`config.mk`:
```
export PLATFORM = sky130hd
export DESIGN_NAME = adc_pair_trigger_control
export DESIGN_NICKNAME = d
export VERILOG_FILES = /design/src/inc/adc_pair_trigger_pkg.sv /design/src/rtl/adc_pair_conv_sched.sv /design/src/rtl/adc_pair_trigger_control.sv
export VERILOG_INCLUDE_DIRS = /design/src /design/src/inc
export SDC_FILE = /design/constraint.sdc
export NUM_CORES = 1
export LEC_CHECK = 0
export ABC_AREA = 1
export BUFFER_PORTS_ARGS = -buffer_cell sky130_fd_sc_hd__buf_2
export CAP_MARGIN = 20
export CORE_MARGIN = 2
export CORE_UTILIZATION = 54
export DETAILED_ROUTE_END_ITERATION = 6
export HOLD_SLACK_MARGIN = 0.06
export PLACE_DENSITY = 0.91
export SLEW_MARGIN = 10
export SYNTH_ARGS = -nofsm -noshare
export SYNTH_HDL_FRONTEND = slang
export SYNTH_SLANG_ARGS = --single-unit
```
`constraint.sdc`:
```
create_clock -name i_ref_clk -period 1.9 [get_ports i_ref_clk]
set_clock_uncertainty 0.1 [all_clocks]
set_input_delay 0.475 -clock i_ref_clk [delete_from_list [all_inputs] [get_ports i_ref_clk]]
set_output_delay 0.475 -clock i_ref_clk [all_outputs]
set_load 0.01 [all_outputs]
```
`src/inc/adc_pair_trigger_cfg.svh`:
```
// offsets, field positions, reset values and bus answers of the pair trigger control
`ifndef ADC_PAIR_TRIGGER_CFG_SVH
`define ADC_PAIR_TRIGGER_CFG_SVH

// ==========================================================
// register byte offsets
`define OFF_PAIR_LOW    8'h00
`define OFF_PAIR_MID    8'h04
`define OFF_GLOBAL_CTRL 8'h08
`define OFF_IRQ_STATUS  8'h0C
`define OFF_IRQ_MASK    8'h10

// ==========================================================
// fields inside one pair byte
`define FLD_IRQ_EN      7
`define FLD_PENDING     6
`define FLD_SOFT_TRIG   5
`define FLD_SRC_MSB     4

// ==========================================================
// fields of the global control register
`define FLD_GLOBAL_SOFT 10
`define FLD_ORDER       6

// ==========================================================
// reset values
`define RST_PAIR_CTRL   16'h0000
`define RST_GLOBAL_CTRL 2'h0
`define RST_IRQ         4'h0

// ==========================================================
// bus answers
`define RESP_OKAY       2'h0
`define RESP_SLVERR     2'h2

`endif

```
`src/inc/adc_pair_trigger_pkg.sv`:
```
// types shared by the pair trigger control and its conversion scheduler
package adc_pair_trigger_pkg;

   // ==========================================================
   // trigger source codes
   typedef enum logic [4:0] {
      SRC_OFF         = 5'h00,
      SRC_SOFT        = 5'h01,
      SRC_GLOBAL      = 5'h02,
      SRC_PWM_SPECIAL = 5'h03,
      SRC_PWM1        = 5'h04,
      SRC_PWM2        = 5'h05,
      SRC_PWM3        = 5'h06,
      SRC_PWM4        = 5'h07,
      SRC_TMR1        = 5'h0C,
      SRC_TMR2        = 5'h0D,
      SRC_ILIM1       = 5'h0E,
      SRC_ILIM2       = 5'h0F,
      SRC_ILIM3       = 5'h10,
      SRC_ILIM4       = 5'h11,
      SRC_FAULT1      = 5'h16,
      SRC_FAULT2      = 5'h17,
      SRC_FAULT3      = 5'h18,
      SRC_FAULT4      = 5'h19
   } trig_src_t;

   // ==========================================================
   // scheduler states
   typedef enum logic [1:0] {
      SCH_IDLE   = 2'b00,
      SCH_FIRST  = 2'b01,
      SCH_SECOND = 2'b10
   } sched_state_t;

endpackage : adc_pair_trigger_pkg

```
`src/rtl/adc_pair_conv_sched.sv`:
```
// shared converter scheduler: runs pending pairs one at a time, two inputs each
`timescale 1ns/10ps
`default_nettype none

module adc_pair_conv_sched (
   input  wire logic       i_ref_clk,
   input  wire logic       i_rst,
   input  wire logic [3:0] i_pending,
   input  wire logic       i_order,
   input  wire logic       i_conv_done,
   output logic            o_conv_start,
   output logic      [3:0] o_conv_channel,
   output logic      [3:0] o_pair_done,
   output logic            o_busy
);
   import adc_pair_trigger_pkg::*;

   sched_state_t state_q;
   sched_state_t state_d;
   logic [1:0]   pair_q;
   logic [1:0]   pair_d;
   logic         start_q;
   logic         start_d;
   logic [3:0]   chan_q;
   logic [3:0]   chan_d;
   logic [1:0]   pick;

   // ==========================================================
   // lowest numbered pending pair goes first
   assign pick = i_pending[0] ? 2'd0 :
                 i_pending[1] ? 2'd1 :
                 i_pending[2] ? 2'd2 : 2'd3;

   always_comb begin
      state_d = state_q;
      pair_d  = pair_q;
      start_d = 1'b0;
      chan_d  = chan_q;
      case (state_q)
         SCH_IDLE: begin
            if (|i_pending) begin
               pair_d  = pick;
               start_d = 1'b1;
               chan_d  = {1'b0, pick, i_order};
               state_d = SCH_FIRST;
            end
         end
         SCH_FIRST: begin
            if (i_conv_done) begin
               start_d = 1'b1;
               chan_d  = {1'b0, pair_q, ~i_order};
               state_d = SCH_SECOND;
            end
         end
         SCH_SECOND: begin
            if (i_conv_done) begin
               state_d = SCH_IDLE;
            end
         end
         default: begin
            state_d = SCH_IDLE;
         end
      endcase
   end

   always_ff @(posedge i_ref_clk) begin
      if (i_rst) begin
         state_q <= SCH_IDLE;
         pair_q  <= 2'h0;
         start_q <= 1'b0;
         chan_q  <= 4'h0;
      end else begin
         state_q <= state_d;
         pair_q  <= pair_d;
         start_q <= start_d;
         chan_q  <= chan_d;
      end
   end

   // both inputs done: report the pair
   assign o_pair_done    = (state_q == SCH_SECOND && i_conv_done) ?
                           (4'h1 << pair_q) : 4'h0;
   assign o_conv_start   = start_q;
   assign o_conv_channel = chan_q;
   assign o_busy         = (state_q != SCH_IDLE);

endmodule : adc_pair_conv_sched

`default_nettype wire

```
`src/rtl/adc_pair_trigger_control.sv`:
```
// pair trigger control: source selection, pending flags, interrupts, AXI4-Lite registers
//
// Summary of operation
// - source zero disables the pair
// - codes 1,2 pick own or global software
// - code 3 special event, 4-7 PWM generators
// - codes 12,13 pick timer period matches
// - codes 14-17 pick current-limit triggers
// - codes 22-25 pick fault triggers
// - selected trigger sets the pending flag
// - both conversions done clears pending
// - interrupt enable raises request on completion
// - software bit starts only if selected
// - busy converter holds request until free
// - software bit clears when pending sets
// - byte holds enable, pending, soft, source
// - pairs 0,1 low register; 2,3 mid
// - all pair controls reset to zero
// - order bit picks which input first
`timescale 1ns/10ps
`default_nettype none
`include "adc_pair_trigger_cfg.svh"

module adc_pair_trigger_control (
   input  wire logic        i_ref_clk,
   input  wire logic        i_rst,
   // AXI4-Lite slave
   input  wire logic  [7:0] i_s_axi_awaddr,
   input  wire logic        i_s_axi_awvalid,
   output logic             o_s_axi_awready,
   input  wire logic [31:0] i_s_axi_wdata,
   input  wire logic  [3:0] i_s_axi_wstrb,
   input  wire logic        i_s_axi_wvalid,
   output logic             o_s_axi_wready,
   output logic       [1:0] o_s_axi_bresp,
   output logic             o_s_axi_bvalid,
   input  wire logic        i_s_axi_bready,
   input  wire logic  [7:0] i_s_axi_araddr,
   input  wire logic        i_s_axi_arvalid,
   output logic             o_s_axi_arready,
   output logic      [31:0] o_s_axi_rdata,
   output logic       [1:0] o_s_axi_rresp,
   output logic             o_s_axi_rvalid,
   input  wire logic        i_s_axi_rready,
   // hardware trigger pulses
   input  wire logic        i_pwm_special,
   input  wire logic  [3:0] i_pwm_trig,
   input  wire logic  [1:0] i_tmr_period,
   input  wire logic  [3:0] i_pwm_ilim,
   input  wire logic  [3:0] i_pwm_fault,
   // shared converter
   output logic             o_conv_start,
   output logic       [3:0] o_conv_channel,
   input  wire logic        i_conv_done,
   output logic             o_conv_busy,
   // interrupt
   output logic             o_irq
);
   import adc_pair_trigger_pkg::*;

   // ==========================================================
   // trigger source decode
   function automatic logic sel_event(input logic [4:0] src,
                                      input logic sw,
                                      input logic [15:0] ev);
      logic hit;
      hit = 1'b0;
      case (src)
         SRC_SOFT:        hit = sw;
         SRC_GLOBAL:      hit = ev[0];
         SRC_PWM_SPECIAL: hit = ev[1];
         SRC_PWM1:        hit = ev[2];
         SRC_PWM2:        hit = ev[3];
         SRC_PWM3:        hit = ev[4];
         SRC_PWM4:        hit = ev[5];
         SRC_TMR1:        hit = ev[6];
         SRC_TMR2:        hit = ev[7];
         SRC_ILIM1:       hit = ev[8];
         SRC_ILIM2:       hit = ev[9];
         SRC_ILIM3:       hit = ev[10];
         SRC_ILIM4:       hit = ev[11];
         SRC_FAULT1:      hit = ev[12];
         SRC_FAULT2:      hit = ev[13];
         SRC_FAULT3:      hit = ev[14];
         SRC_FAULT4:      hit = ev[15];
         SRC_OFF:         hit = 1'b0;
         default:         hit = 1'b0;
      endcase
      return hit;
   endfunction : sel_event

   // pair byte as software sees it
   function automatic logic [7:0] pair_byte(input logic ien,
                                            input logic pend,
                                            input logic sw,
                                            input logic [4:0] src);
      return {ien, pend, sw, src};
   endfunction : pair_byte

   // ==========================================================
   // state
   logic [3:0]      ien_q;
   logic [3:0]      ien_d;
   logic [3:0]      pend_q;
   logic [3:0]      pend_d;
   logic [3:0]      sw_q;
   logic [3:0]      sw_d;
   logic [3:0][4:0] src_q;
   logic [3:0][4:0] src_d;
   logic            gsw_q;
   logic            gsw_d;
   logic            gsw_prev_q;
   logic            order_q;
   logic            order_d;
   logic [3:0]      irq_stat_q;
   logic [3:0]      irq_stat_d;
   logic [3:0]      irq_mask_q;
   logic [3:0]      irq_mask_d;
   logic [3:0]      pair_hit;
   logic [3:0]      pair_done;
   logic [15:0]     events;

   // bus state
   logic            aw_have_q;
   logic [7:0]      aw_addr_q;
   logic            w_have_q;
   logic [31:0]     wdata_q;
   logic [3:0]      wstrb_q;
   logic            bvalid_q;
   logic [1:0]      bresp_q;
   logic            rvalid_q;
   logic [31:0]     rdata_q;
   logic [1:0]      rresp_q;

   // ==========================================================
   // write address and data are taken independently
   wire aw_take = i_s_axi_awvalid & o_s_axi_awready;
   wire w_take  = i_s_axi_wvalid & o_s_axi_wready;
   wire ar_take = i_s_axi_arvalid & o_s_axi_arready;
   wire wr_en   = aw_have_q & w_have_q;

   assign o_s_axi_awready = ~aw_have_q & ~bvalid_q;
   assign o_s_axi_wready  = ~w_have_q & ~bvalid_q;
   assign o_s_axi_arready = ~rvalid_q;

   // write decode
   wire wr_low    = wr_en & (aw_addr_q == `OFF_PAIR_LOW);
   wire wr_mid    = wr_en & (aw_addr_q == `OFF_PAIR_MID);
   wire wr_glob   = wr_en & (aw_addr_q == `OFF_GLOBAL_CTRL);
   wire wr_stat   = wr_en & (aw_addr_q == `OFF_IRQ_STATUS);
   wire wr_mask   = wr_en & (aw_addr_q == `OFF_IRQ_MASK);
   wire wr_mapped = wr_low | wr_mid | wr_glob | wr_stat | wr_mask;

   // read decode
   wire rd_low    = (i_s_axi_araddr == `OFF_PAIR_LOW);
   wire rd_mid    = (i_s_axi_araddr == `OFF_PAIR_MID);
   wire rd_glob   = (i_s_axi_araddr == `OFF_GLOBAL_CTRL);
   wire rd_stat   = (i_s_axi_araddr == `OFF_IRQ_STATUS);
   wire rd_mask   = (i_s_axi_araddr == `OFF_IRQ_MASK);
   wire rd_mapped = rd_low | rd_mid | rd_glob | rd_stat | rd_mask;

   // read values, unused bits zero
   wire [31:0] val_low  = {16'h0000,
                           pair_byte(ien_q[1], pend_q[1], sw_q[1], src_q[1]),
                           pair_byte(ien_q[0], pend_q[0], sw_q[0], src_q[0])};
   wire [31:0] val_mid  = {16'h0000,
                           pair_byte(ien_q[3], pend_q[3], sw_q[3], src_q[3]),
                           pair_byte(ien_q[2], pend_q[2], sw_q[2], src_q[2])};
   wire [31:0] val_glob = (32'(gsw_q) << `FLD_GLOBAL_SOFT) |
                          (32'(order_q) << `FLD_ORDER);
   wire [31:0] val_stat = {28'h0000000, irq_stat_q};
   wire [31:0] val_mask = {28'h0000000, irq_mask_q};
   wire [31:0] rd_word  = rd_low  ? val_low  :
                          rd_mid  ? val_mid  :
                          rd_glob ? val_glob :
                          rd_stat ? val_stat :
                          rd_mask ? val_mask : 32'h00000000;

   // ==========================================================
   // trigger events; global bit counts once per rising edge
   wire gsw_edge = gsw_q & ~gsw_prev_q;

   assign events = {i_pwm_fault, i_pwm_ilim, i_tmr_period,
                    i_pwm_trig, i_pwm_special, gsw_edge};

   // ==========================================================
   // per pair control update
   always_comb begin
      ien_d    = ien_q;
      sw_d     = sw_q;
      src_d    = src_q;
      pend_d   = pend_q;
      pair_hit = 4'h0;
      for (int p = 0; p < 4; p++) begin
         logic       sel;
         logic [7:0] wb;
         sel = ((p / 2) == 1) ? wr_mid : wr_low;
         wb  = wdata_q[8 * (p % 2) +: 8];
         if (sel & wstrb_q[p % 2]) begin
            ien_d[p] = wb[`FLD_IRQ_EN];
            sw_d[p]  = wb[`FLD_SOFT_TRIG];
            src_d[p] = wb[`FLD_SRC_MSB:0];
         end
         pair_hit[p] = sel_event(src_q[p], sw_q[p], events);
         if (pair_hit[p]) begin
            sw_d[p] = 1'b0;
         end
         pend_d[p] = pair_hit[p] | (pend_q[p] & ~pair_done[p]);
      end
   end

   // global control
   assign gsw_d   = (wr_glob & wstrb_q[1]) ? wdata_q[`FLD_GLOBAL_SOFT] : gsw_q;
   assign order_d = (wr_glob & wstrb_q[0]) ? wdata_q[`FLD_ORDER] : order_q;

   // sticky completion status, set wins over write-one clear
   wire [3:0] stat_clr = (wr_stat & wstrb_q[0]) ? wdata_q[3:0] : 4'h0;
   wire [3:0] stat_set = pair_done & ien_q;
   assign irq_stat_d = (irq_stat_q & ~stat_clr) | stat_set;
   assign irq_mask_d = (wr_mask & wstrb_q[0]) ? wdata_q[3:0] : irq_mask_q;

   // ==========================================================
   // control registers
   always_ff @(posedge i_ref_clk) begin
      if (i_rst) begin
         ien_q      <= 4'h0;
         pend_q     <= 4'h0;
         sw_q       <= 4'h0;
         src_q      <= 20'h00000;
         gsw_q      <= 1'b0;
         gsw_prev_q <= 1'b0;
         order_q    <= 1'b0;
         irq_stat_q <= `RST_IRQ;
         irq_mask_q <= `RST_IRQ;
      end else begin
         ien_q      <= ien_d;
         pend_q     <= pend_d;
         sw_q       <= sw_d;
         src_q      <= src_d;
         gsw_q      <= gsw_d;
         gsw_prev_q <= gsw_q;
         order_q    <= order_d;
         irq_stat_q <= irq_stat_d;
         irq_mask_q <= irq_mask_d;
      end
   end

   // ==========================================================
   // write channel registers
   always_ff @(posedge i_ref_clk) begin
      if (i_rst) begin
         aw_have_q <= 1'b0;
         aw_addr_q <= 8'h00;
         w_have_q  <= 1'b0;
         wdata_q   <= 32'h00000000;
         wstrb_q   <= 4'h0;
      end else begin
         if (aw_take) begin
            aw_have_q <= 1'b1;
            aw_addr_q <= i_s_axi_awaddr;
         end else if (wr_en) begin
            aw_have_q <= 1'b0;
         end
         if (w_take) begin
            w_have_q <= 1'b1;
            wdata_q  <= i_s_axi_wdata;
            wstrb_q  <= i_s_axi_wstrb;
         end else if (wr_en) begin
            w_have_q <= 1'b0;
         end
      end
   end

   // write response
   always_ff @(posedge i_ref_clk) begin
      if (i_rst) begin
         bvalid_q <= 1'b0;
         bresp_q  <= `RESP_OKAY;
      end else if (wr_en) begin
         bvalid_q <= 1'b1;
         bresp_q  <= wr_mapped ? `RESP_OKAY : `RESP_SLVERR;
      end else if (i_s_axi_bready) begin
         bvalid_q <= 1'b0;
      end
   end

   // read data
   always_ff @(posedge i_ref_clk) begin
      if (i_rst) begin
         rvalid_q <= 1'b0;
         rdata_q  <= 32'h00000000;
         rresp_q  <= `RESP_OKAY;
      end else if (ar_take) begin
         rvalid_q <= 1'b1;
         rdata_q  <= rd_word;
         rresp_q  <= rd_mapped ? `RESP_OKAY : `RESP_SLVERR;
      end else if (i_s_axi_rready) begin
         rvalid_q <= 1'b0;
      end
   end

   assign o_s_axi_bvalid = bvalid_q;
   assign o_s_axi_bresp  = bresp_q;
   assign o_s_axi_rvalid = rvalid_q;
   assign o_s_axi_rdata  = rdata_q;
   assign o_s_axi_rresp  = rresp_q;

   // ==========================================================
   // shared converter scheduling
   adc_pair_conv_sched u_sched (
      .i_ref_clk      (i_ref_clk),
      .i_rst          (i_rst),
      .i_pending      (pend_q),
      .i_order        (order_q),
      .i_conv_done    (i_conv_done),
      .o_conv_start   (o_conv_start),
      .o_conv_channel (o_conv_channel),
      .o_pair_done    (pair_done),
      .o_busy         (o_conv_busy)
   );

   // ==========================================================
   // interrupt output
   assign o_irq = |(irq_stat_q & irq_mask_q);

endmodule : adc_pair_trigger_control

`default_nettype wire

```
# After elaboration in Yosys (flattened, before gate mapping)
# Index checks and enable logic that the tools add are counted.
word_totals:
  ff_bits: 118
  latchBits: 0
  mem_bits_rw: 0
  rom_bits: 0
  inputBits: 75
  output_inout_bits: 48
  elab_cells: 218
  memories: 0
classes:
  addsub: 0
  multipliers: 0
  n_div: 0
  magnitude_cmp: 0
  n_eq_ne: 81
  shifts: 1
  n_mux: 33
  n_bitwise: 52
  reduce_logical: 19
ops:
  columns: ["operator", "n"]
  rows:
  - ["== test 5 bit (second input constant)", 24]
  - ["== test 5 x 3 -> 1 bit (second input constant)", 16]
  - ["== test 5 x 4 -> 1 bit (second input constant)", 16]
  - ["case mux 1 bit (17 select lines)", 4]
  - ["== test 5 x 2 -> 1 bit (second input constant)", 8]
  - ["== test 8 x 4 -> 1 bit (second input constant)", 4]
  - ["2-to-1 mux 16 bit", 2]
  - ["AND 1 bit", 24]
  - ["2-to-1 mux 4 bit", 6]
  - ["== test 5 x 1 -> 1 bit (second input constant)", 4]
  - ["== test 8 x 3 -> 1 bit (second input constant)", 2]
  - ["== test 8 x 5 -> 1 bit (second input constant)", 2]
  - ["zero test 8 bit", 2]
  - ["2-to-1 mux 2 bit", 7]
  - ["AND 4 bit", 3]
  - ["OR 1 bit", 12]
  - ["nonzero test 2 bit", 6]
  - ["2-to-1 mux 11 bit", 1]
  - ["OR 11 x 7 -> 11 bit", 1]
  - ["2-to-1 mux 1 bit", 10]
  - ["NOT 1 bit", 10]
  - ["case mux 4 bit (2 select lines)", 1]
  - ["OR reduction 2 bit", 4]
  - ["OR reduction 4 bit", 2]
  - ["other kinds (13)", 15]

# Longest topological paths before layout
# Gate-level depths: netlist of the first run.
logic_depth:
  word_depth: 7
  ltp_mapped: 11
  depth_no_buf: 10

# Modules after synthesis
# From an unflattened synthesis of the first run, not the netlist that was laid out.
hier_totals:
  cells_unflattened: 789
  hier_area_um2: 5281.3
modules_own_cells:
  columns: ["module", "n_inst", "cells_each", "area_each_um2", "seq_area_each_um2"]
  rows:
  - ["adc_pair_trigger_control", 1, 726, 4847.1, 1801.7]
  - ["adc_pair_conv_sched", 1, 63, 434.2, 160.2]

# Worst setup path after synthesis of the first run
# OpenSTA, ideal clock, no wires.
synth_timing:
  kind: "input -> register"
  from: "in i_s_axi_araddr[1]"
  to: "reg rdata_q[1], in the netlist o_s_axi_rdata[1]"
  setup_time_ns: 0.132
  arrival_time_ns: 1.371
  setup_slack_ns: 0.297
  stages: 9
  n_path_buf: 2
  cell_sequence: "nor2_4 -> nand2_4 -> nor2_4 -> and2_4 -> buf_8 -> buf_12 -> a21oi_1 -> nand2_1 -> a21oi_1"
synth_via:
  elab_chain_len: 6
  word_cells_on_any_way: 10
synth_lines:
  columns: ["item", "line_no", "text"]
  rows:
  - ["start, declared", "adc_pair_trigger_control.sv:38", "input wire logic [7:0] i_s_axi_araddr,"]
  - ["== test 8 x 5 -> 1 bit (no source line)", null, null]
  - ["2-to-1 mux 4 bit", "adc_pair_trigger_control.sv:177", "rd_mask ? val_mask : 32'h00000000;"]
  - ["2-to-1 mux 4 bit", "adc_pair_trigger_control.sv:176", "rd_stat ? val_stat :"]
  - ["2-to-1 mux 11 bit", "adc_pair_trigger_control.sv:175", "rd_glob ? val_glob :"]
  - ["2-to-1 mux 16 bit", "adc_pair_trigger_control.sv:174", "rd_mid ? val_mid :"]
  - ["2-to-1 mux 16 bit *", "adc_pair_trigger_control.sv:173", "wire [31:0] rd_word = rd_low ? val_low :"]
  - ["end signal, assigned", "adc_pair_trigger_control.sv:295", "rdata_q <= rd_word;"]
  - ["end, declared", "adc_pair_trigger_control.sv:132", "logic [31:0] rdata_q;"]
# Every way passes the cells marked *; elsewhere a longest branch is shown, timed or not.
# A chain may end at the register's enable or synchronous reset.

# Worst setup path in the final report of the first run
layout_timing:
  from: "reg src_q[17] (netlist bit)"
  to: "reg pend_q[3]"
layout_via:
  elab_chain_len: 3
  word_cells_on_any_way: 19
layout_lines:
  columns: ["item", "line_no", "text"]
  rows:
  - ["start, declared", "adc_pair_trigger_control.sv:108", "logic [3:0][4:0] src_q;"]
  - ["start signal, assigned", "adc_pair_trigger_control.sv:239", "src_q <= src_d;"]
  - ["== test 5 bit, or another cell as far along", "adc_pair_trigger_control.sv:68", "case (src)"]
  - ["case mux 1 bit (17 select lines) *", "adc_pair_trigger_control.sv:68", null]
  - ["OR 1 bit *", "adc_pair_trigger_control.sv:208", "pend_d[p] = pair_hit[p] | (pend_q[p] & ~pair_done[p]);"]
  - ["end signal, assigned", "adc_pair_trigger_control.sv:237", "pend_q <= pend_d;"]
  - ["end, declared", "adc_pair_trigger_control.sv:104", "logic [3:0] pend_q;"]
# Marked as above.

==> results of run 1 <==
[flip-flops by register name (all words and copies together), names as in the netlist, 3 cells and up]
register,flops
pend_q,4
sw_q,4
ien_q,4
o_s_axi_rdata,16
u_sched.o_conv_channel,3
src_q,20
aw_addr_q,8
irq_mask_q,4
irq_stat_q,4
wdata_q,15
[cell usage in the layout, fill, tap and decap left out, drive strengths merged, types with 2 or more instances in the layout]
master | synthesis | final
nand2 | 146 | 146
nor2 | 141 | 141
dfxtp | 98 | 98
buf | 36 | 97
inv | 91 | 92
o21ai | 83 | 83
a21oi | 79 | 79
nand3 | 67 | 67
conb | 1 | 19
nor3 | 15 | 15
nand4 | 12 | 12
clkbuf | 15 | 12
o2111ai | 4 | 4
nand3b | 3 | 3
or2 | 2 | 2
[cells by family after synthesis]
| group | count (synthesis) | synth area share [%] |
|---|---|---|
| xor+xnor | 1 | 0.168 |
| compound gates | 171 | 17.3 |
| other cells | 1 | 0.0720 |
| flops | 98 | 37.7 |
| simple gates | 388 | 32.0 |
| buf+inv | 143 | 12.8 |
[worst min-delay path, cell delays in order]
cell,delay (ps)
buf_2,70
inv_1,30
nand2_1,40
a21oi_1,50
[how the worst max path moves through the flow]
stage	end	startpoint	slack, ps	cells past startpoint
finish	pend_q[3]$_SDFF_PP0_	src_q[17]$_SDFFE_PP0P_	210	9
global route	sw_q[3]$_SDFFE_PP0P_	src_q[17]$_SDFFE_PP0P_	60	10
CTS	src_q[18]$_SDFFE_PP0P_	aw_addr_q[2]$_SDFFE_PP0P_	170	5
detailed placement	o_s_axi_rdata[5]$_SDFFE_PP0P_	i_s_axi_araddr[7]	90	9
global placement	o_s_axi_rdata[8]$_SDFFE_PP0P_	i_s_axi_araddr[1]	110	9
floorplan	o_s_axi_rdata[1]$_SDFFE_PP0P_	i_s_axi_araddr[1]	300	9
[where the power goes]
| part | switching [mW] | total [mW] | internal [mW] |
|---|---|---|---|
| clock | 0.714 | 1.43 | 0.715 |
| sequential | 0.0651 | 2.20 | 2.13 |
| combinational | 0.308 | 0.473 | 0.165 |
| total | 1.09 | 4.10 | 3.01 |
[final cells by class]
cell class | count | share of cell area [%]
timing repair buffer | 97 | 9.05
clock inverter | 3 | 0.790
multi-input combinational | 579 | 45.2
tap | 129 | 2.75
inverter | 92 | 5.89
sequential | 98 | 33.5
clock buffer | 12 | 2.82
[metrics by stage]
stage / instances / instance area [µm²]
3_3_place_gp: 995 / 5650
2_1_floorplan: 820 / 5270
6_report: 1010 / 5860
4_1_cts: 1010 / 5860
5_1_grt: 1010 / 5860
3_5_place_dp: 995 / 5650
[layer usage]
layer | global-route usage, % | part of all wire (%)
met1 | 34.9 | 43
met2 | 44.2 | 46
met3 | 3.76 | 8.1
met4 | 11.9 | 3.4
met5 | 0 | 0
[repair_timing]
action / CTS / global route
endpoints found under the setup margin: 0 / 4
gates resized for setup: 0 / 1
endpoints found under the hold margin: 0 / 0
==> impl_metrics.py, run 1 <==
metrics = {
    "outcome": {
        "status": "finished, final reports clean",
    },
    "sta": {
        "worst_slew_pin_slew_ps": 535,
        "rsz0062_at_grt": "false",
        "fmax_ghz": 0.592,
        "fin_crit_ps": 1690,
        "layout_worst_path_cycle_share_pct": 88.8,
        "setup_viol": 0,
        "relSlewSlack_pct": 64.3,
        "setup_tns_ps": 0,
        "fin_ws_ps": 212,
        "slew_viol_final": 0,
        "hold_viol_final": 0,
        "worst_hold_slack_ps": 241,
    },
    "clock_network": {
        "cts_root_buf": "clkbuf_8",
        "cts_setup_buffers": 0,
        "path_clk_slew_ps": 90,
        "cts_max_level": 3,
        "ctsLongestPathBuffers": 2,
        "clk_latency_ps": 370,
        "cts_sinks": 98,
        "numCtsBuffers": 9,
        "holdBufCountCts": 0,
        "tritoncts": "yes",
    },
    "min_path": {
        "hold_class": "input port to flop",
        "worstHoldStart": "i_s_axi_bready",
        "holdPathEnd": "o_s_axi_bvalid$_SDFFE_PP0P_",
        "min_path_cells": 4,
    },
    "synth": {
        "yosysSeqAreaShare_pct": 37.7,
        "ys_ff_latch": 98,
        "synth.area.top_cells": "dfxtp_1 (38%), nand2_1 (10%), nor2_1 (9.9%), a21oi_1 (7.2%), o21ai_0 (6.5%)",
        "synth_ff_type": "dfxtp_1",
        "yosysTopAreaCell": "dfxtp_1",
        "avgSynthCellArea_um2": 6.49,
        "synth_top_area_share_pct": 37.7,
        "syn-instance-count": 802,
        "synth.distinct_cells": 36,
        "synth_edf_count": 0,
        "synth_warnings": 0,
        "ys_async_sr_fraction_pct": 0,
        "synthTopCellsByCount": "nand2_1 (145), nor2_1 (138), dfxtp_1 (98)",
        "netlist_area_um2": 5210,
        "yosysMostFrequentCell": "nand2_1",
    },
    "critical_path": {
        "worst_ep_required_time_ps": 2040,
        "crit_type": "flop to flop",
        "rrSetupSlack_ps": 210,
        "timing.rr.start": "src_q[17]$_SDFFE_PP0P_",
        "max_stage_delay_ps": 530,
        "reg2reg_to": "pend_q[3]$_SDFF_PP0_",
        "path_cells": "nor2_1 -> nand2_1 -> nand2_1 -> nand2_1 -> nand2_1 -> nor2_1 -> nand2_1 -> nor2_1 -> a21oi_1",
        "ff2ff_path_depth": 9,
        "cp_max_fo": 9,
        "crit_top_cell": "nand2_1",
        "critical_path.top_delay_family": "simple AND/OR/NAND/NOR gates",
        "cpMaxStageDelayCell": "dfxtp_1",
        "worstPathArrival_ps": 1830,
        "end_kind": "flop",
        "cp-start-kind": "flop",
        "path_buf_inv": 0,
    },
    "floorplan": {
        "die_w_um": 102,
        "io_pins": 123,
        "die_y_um": 102,
        "coreArea_um2": 9280,
        "dieArea_um2": 10400,
        "rows": 35,
        "start_util_pct": 56.1,
    },
    "routing": {
        "drc": 0,
        "drtAntennaViolNets": 0,
        "wl_per_cell_um": 13.5,
        "first_pass_iters": 5,
        "drt-total-wl_um": 13600,
        "drt_iter0_markers": 398,
        "dr_total_vias": 5392,
        "vias_per_cell": 5.34,
    },
    "power_and_ir_drop": {
        "p_leak_nw": 2.74,
        "ir_worst_vdd_uv": 475,
        "power_mw": 4.10,
        "power.density_nw_per_um2": 699,
    },
    "flow_run": {
        "drv_cap": 0,
    },
    "global_route": {
        "antenna_found_initial": 0,
        "gr-total-overflow": 0,
        "grt_use_total_pct": 26.7,
        "grt_max_degree": 54,
        "grt_pass1_vias": 4855,
        "grt_pass1_wl_um": 22000,
    },
    "finish": {
        "layout.nets": 952,
        "syn_to_final_growth_pct": 12.6,
        "num_antenna_cells": 0,
        "fillCellCount": 886,
        "ff_latch_area_um2": 1960,
        "multi_input_area_um2": 2650,
        "drive_gt1_share_pct": 15.0,
        "finish.utilization_pct": 63.2,
    },
    "place": {
        "gp_congestion": 0.926,
        "dp_hpwl_um": 9940,
        "portBuffers": 84,
        "place_ws_ps": 89.1,
    },
}
No activity file was read; power rests on OpenSTA's default activity.
==> inputs of run 2 (changes only) <==
--- a/config.mk
+++ b/config.mk
@@ -9,11 +9,14 @@
 export ABC_AREA = 1
 export BUFFER_PORTS_ARGS = -buffer_cell sky130_fd_sc_hd__buf_2
 export CAP_MARGIN = 20
+export CELL_PAD_IN_SITES_DETAIL_PLACEMENT = 0
+export CELL_PAD_IN_SITES_GLOBAL_PLACEMENT = 1
 export CORE_MARGIN = 2
-export CORE_UTILIZATION = 54
+export CORE_UTILIZATION = 37
 export DETAILED_ROUTE_END_ITERATION = 6
 export HOLD_SLACK_MARGIN = 0.06
-export PLACE_DENSITY = 0.91
+export MAX_ROUTING_LAYER = met4
+export PLACE_DENSITY = 0.9
 export SLEW_MARGIN = 10
 export SYNTH_ARGS = -nofsm -noshare
 export SYNTH_HDL_FRONTEND = slang
==> run 2 against run 1 <==
Compared with the run above: non-clock buffer count increased by 10; die area increased by 44%; critical path depth unchanged; via count decreased by 2.8%; power increased by 10%; maximum frequency decreased by 1.2%; global-route usage decreased by 6.8 points; core utilization decreased by 19 points; sequential share of layout area decreased by 1.3 points; combinational power increased by 2%; sequential power about the same; worst hold slack improved by 25 ps; highest routed layer unchanged.
==> impl_metrics.py, run 2 (same netlist as run 1, synthesis figures left out) <==
metrics = {
    "power_and_ir_drop": {
        "power.density_nw_per_um2": 741,
        "p_leak_nw": 2.83,
        "ir_worst_vdd_uv": 443,
        "power_mw": 4.52,
    },
    "critical_path": {
        "path_cells": "nor2_1 -> nand2_1 -> nand2_1 -> nand2_1 -> nand2_1 -> nor2_1 -> nand2_1 -> nor2_1 -> a21oi_1",
        "cpMaxStageDelayCell": "dfxtp_1",
        "cp-start-kind": "flop",
        "end_kind": "flop",
        "critical_path.top_delay_family": "simple AND/OR/NAND/NOR gates",
        "path_buf_inv": 0,
        "cp_max_fo": 9,
        "worstPathArrival_ps": 1820,
        "max_stage_delay_ps": 510,
        "crit_type": "flop to flop",
        "worst_ep_required_time_ps": 2010,
        "crit_top_cell": "nand2_1",
    },
    "min_path": {
        "hold_class": "input port to flop",
    },
    "finish": {
        "layout_common_cells": "nand2_1 (145), nor2_1 (138), dfxtp_1 (98)",
        "ff_latch_area_um2": 1960,
        "layout_commonest_cell": "nand2_1",
        "drive_gt1_share_pct": 15.7,
        "fillCellCount": 1470,
        "largest_register_ffs": 20,
        "syn_to_final_growth_pct": 17.1,
        "layout.nets": 962,
        "num_antenna_cells": 0,
        "multi_input_area_um2": 2650,
        "top_register": "src_q",
    },
    "place": {
        "portBuffers": 84,
        "dp_hpwl_um": 10700,
        "gp_congestion": 0.923,
    },
    "sta": {
        "relSlewSlack_pct": 63.9,
        "setup_tns_ps": 0,
        "layout_worst_path_cycle_share_pct": 89.9,
        "worst_slew_pin_slew_ps": 541,
        "fin_crit_ps": 1710,
        "slew_viol_final": 0,
        "fmax_ghz": 0.585,
        "hold_viol_final": 0,
        "setup_viol": 0,
        "rsz0062_at_grt": "false",
    },
    "floorplan": {
        "coreArea_um2": 13800,
        "rows": 43,
        "die_y_um": 123,
        "io_pins": 123,
        "start_util_pct": 37.7,
        "dieArea_um2": 15000,
        "die_w_um": 123,
    },
    "clock_network": {
        "cts_root_buf": "clkbuf_16",
        "ctsLongestPathBuffers": 2,
        "cts_resized": 0,
        "cts_sinks": 98,
        "clk_latency_ps": 350,
        "cts_max_level": 3,
        "cts_setup_buffers": 0,
        "path_clk_slew_ps": 70,
        "holdBufCountCts": 0,
        "numCtsBuffers": 9,
        "tritoncts": "yes",
    },
    "routing": {
        "wl_per_cell_um": 13.3,
        "first_pass_iters": 5,
        "drtAntennaViolNets": 0,
        "drt_iter0_markers": 327,
        "dr_total_vias": 5243,
        "drc": 0,
        "vias_per_cell": 4.89,
        "drt-total-wl_um": 14300,
    },
    "global_route": {
        "antenna_found_initial": 0,
        "gr-total-overflow": 0,
        "grt_pass1_wl_um": 22700,
        "grt_pass1_vias": 4768,
        "grt_max_degree": 52,
        "grt_use_total_pct": 19.9,
    },
    "outcome": {
        "status": "finished, final reports clean",
    },
    "flow_run": {
        "drv_cap": 0,
    },
}
run 2: cell count changes in the layout (fill, tap and decap cells not counted), sizes merged:
cell      before  now
clkinv         1    4
clkinvlp       1    0
buf           97  107
clkbuf        12   11
run 2: cell type report:
type / count / area share (%)
multi-input cells: 579 / 43.4
flip-flops and latches: 98 / 32.2
repair buffers: 107 / 10.1
inverters: 92 / 5.67
clock buffers: 11 / 3.82
well taps: 180 / 3.70
clock inverters: 5 / 1.05
run 2: worst paths after layout:
kind                                   from                          end  slack (ps)  depth (start not counted)
setup / recovery     src_q[17]$_SDFFE_PP0P_         pend_q[3]$_SDFF_PP0_         190                          9
setup reg to reg     src_q[17]$_SDFFE_PP0P_         pend_q[3]$_SDFF_PP0_         190                          9
hold / removal               i_s_axi_bready  o_s_axi_bvalid$_SDFFE_PP0P_         270                          4
hold reg to reg   aw_addr_q[1]$_SDFFE_PP0P_    aw_addr_q[1]$_SDFFE_PP0P_         350                          2
run 2: power by group:
group	internal, mW	total [mW]	switching [mW]	leakage [nW]
registers	2.13	2.20	0.0640	0.798
clock network	1.03	1.84	0.802	0.146
logic	0.174	0.483	0.309	1.89
total	3.34	4.52	1.18	2.83
run 2: per-layer routing:
layer,track usage (%),vias up,wire length [µm]
met5,-,-,0
met4,8.12,0,312
met3,2.70,21,765
met2,31.4,146,6500
met1,25.7,2336,6730
li1,-,2740,-
run 2: tightest hold or removal path: stages:
cell	delay, ps
buf_2	70
inv_1	30
nand2_1	40
a21oi_1	50
run 2: stage by stage:
stage / cells / util [%] / worst slack (ps) / area (µm²) / hold slack [ps]
detailed placement: 1056 / 41.9 / 60.2 / 5800 / 347
finish: 1072 / 44.1 / 191 / 6090 / 266
floorplan: 820 / - / 297 / 5270 / 329
global route: 1072 / 44.1 / 5.01 / 6090 / 277
global placement: 1056 / 41.9 / 69.4 / 5800 / 340
CTS: 1072 / 44.1 / 241 / 6090 / 255
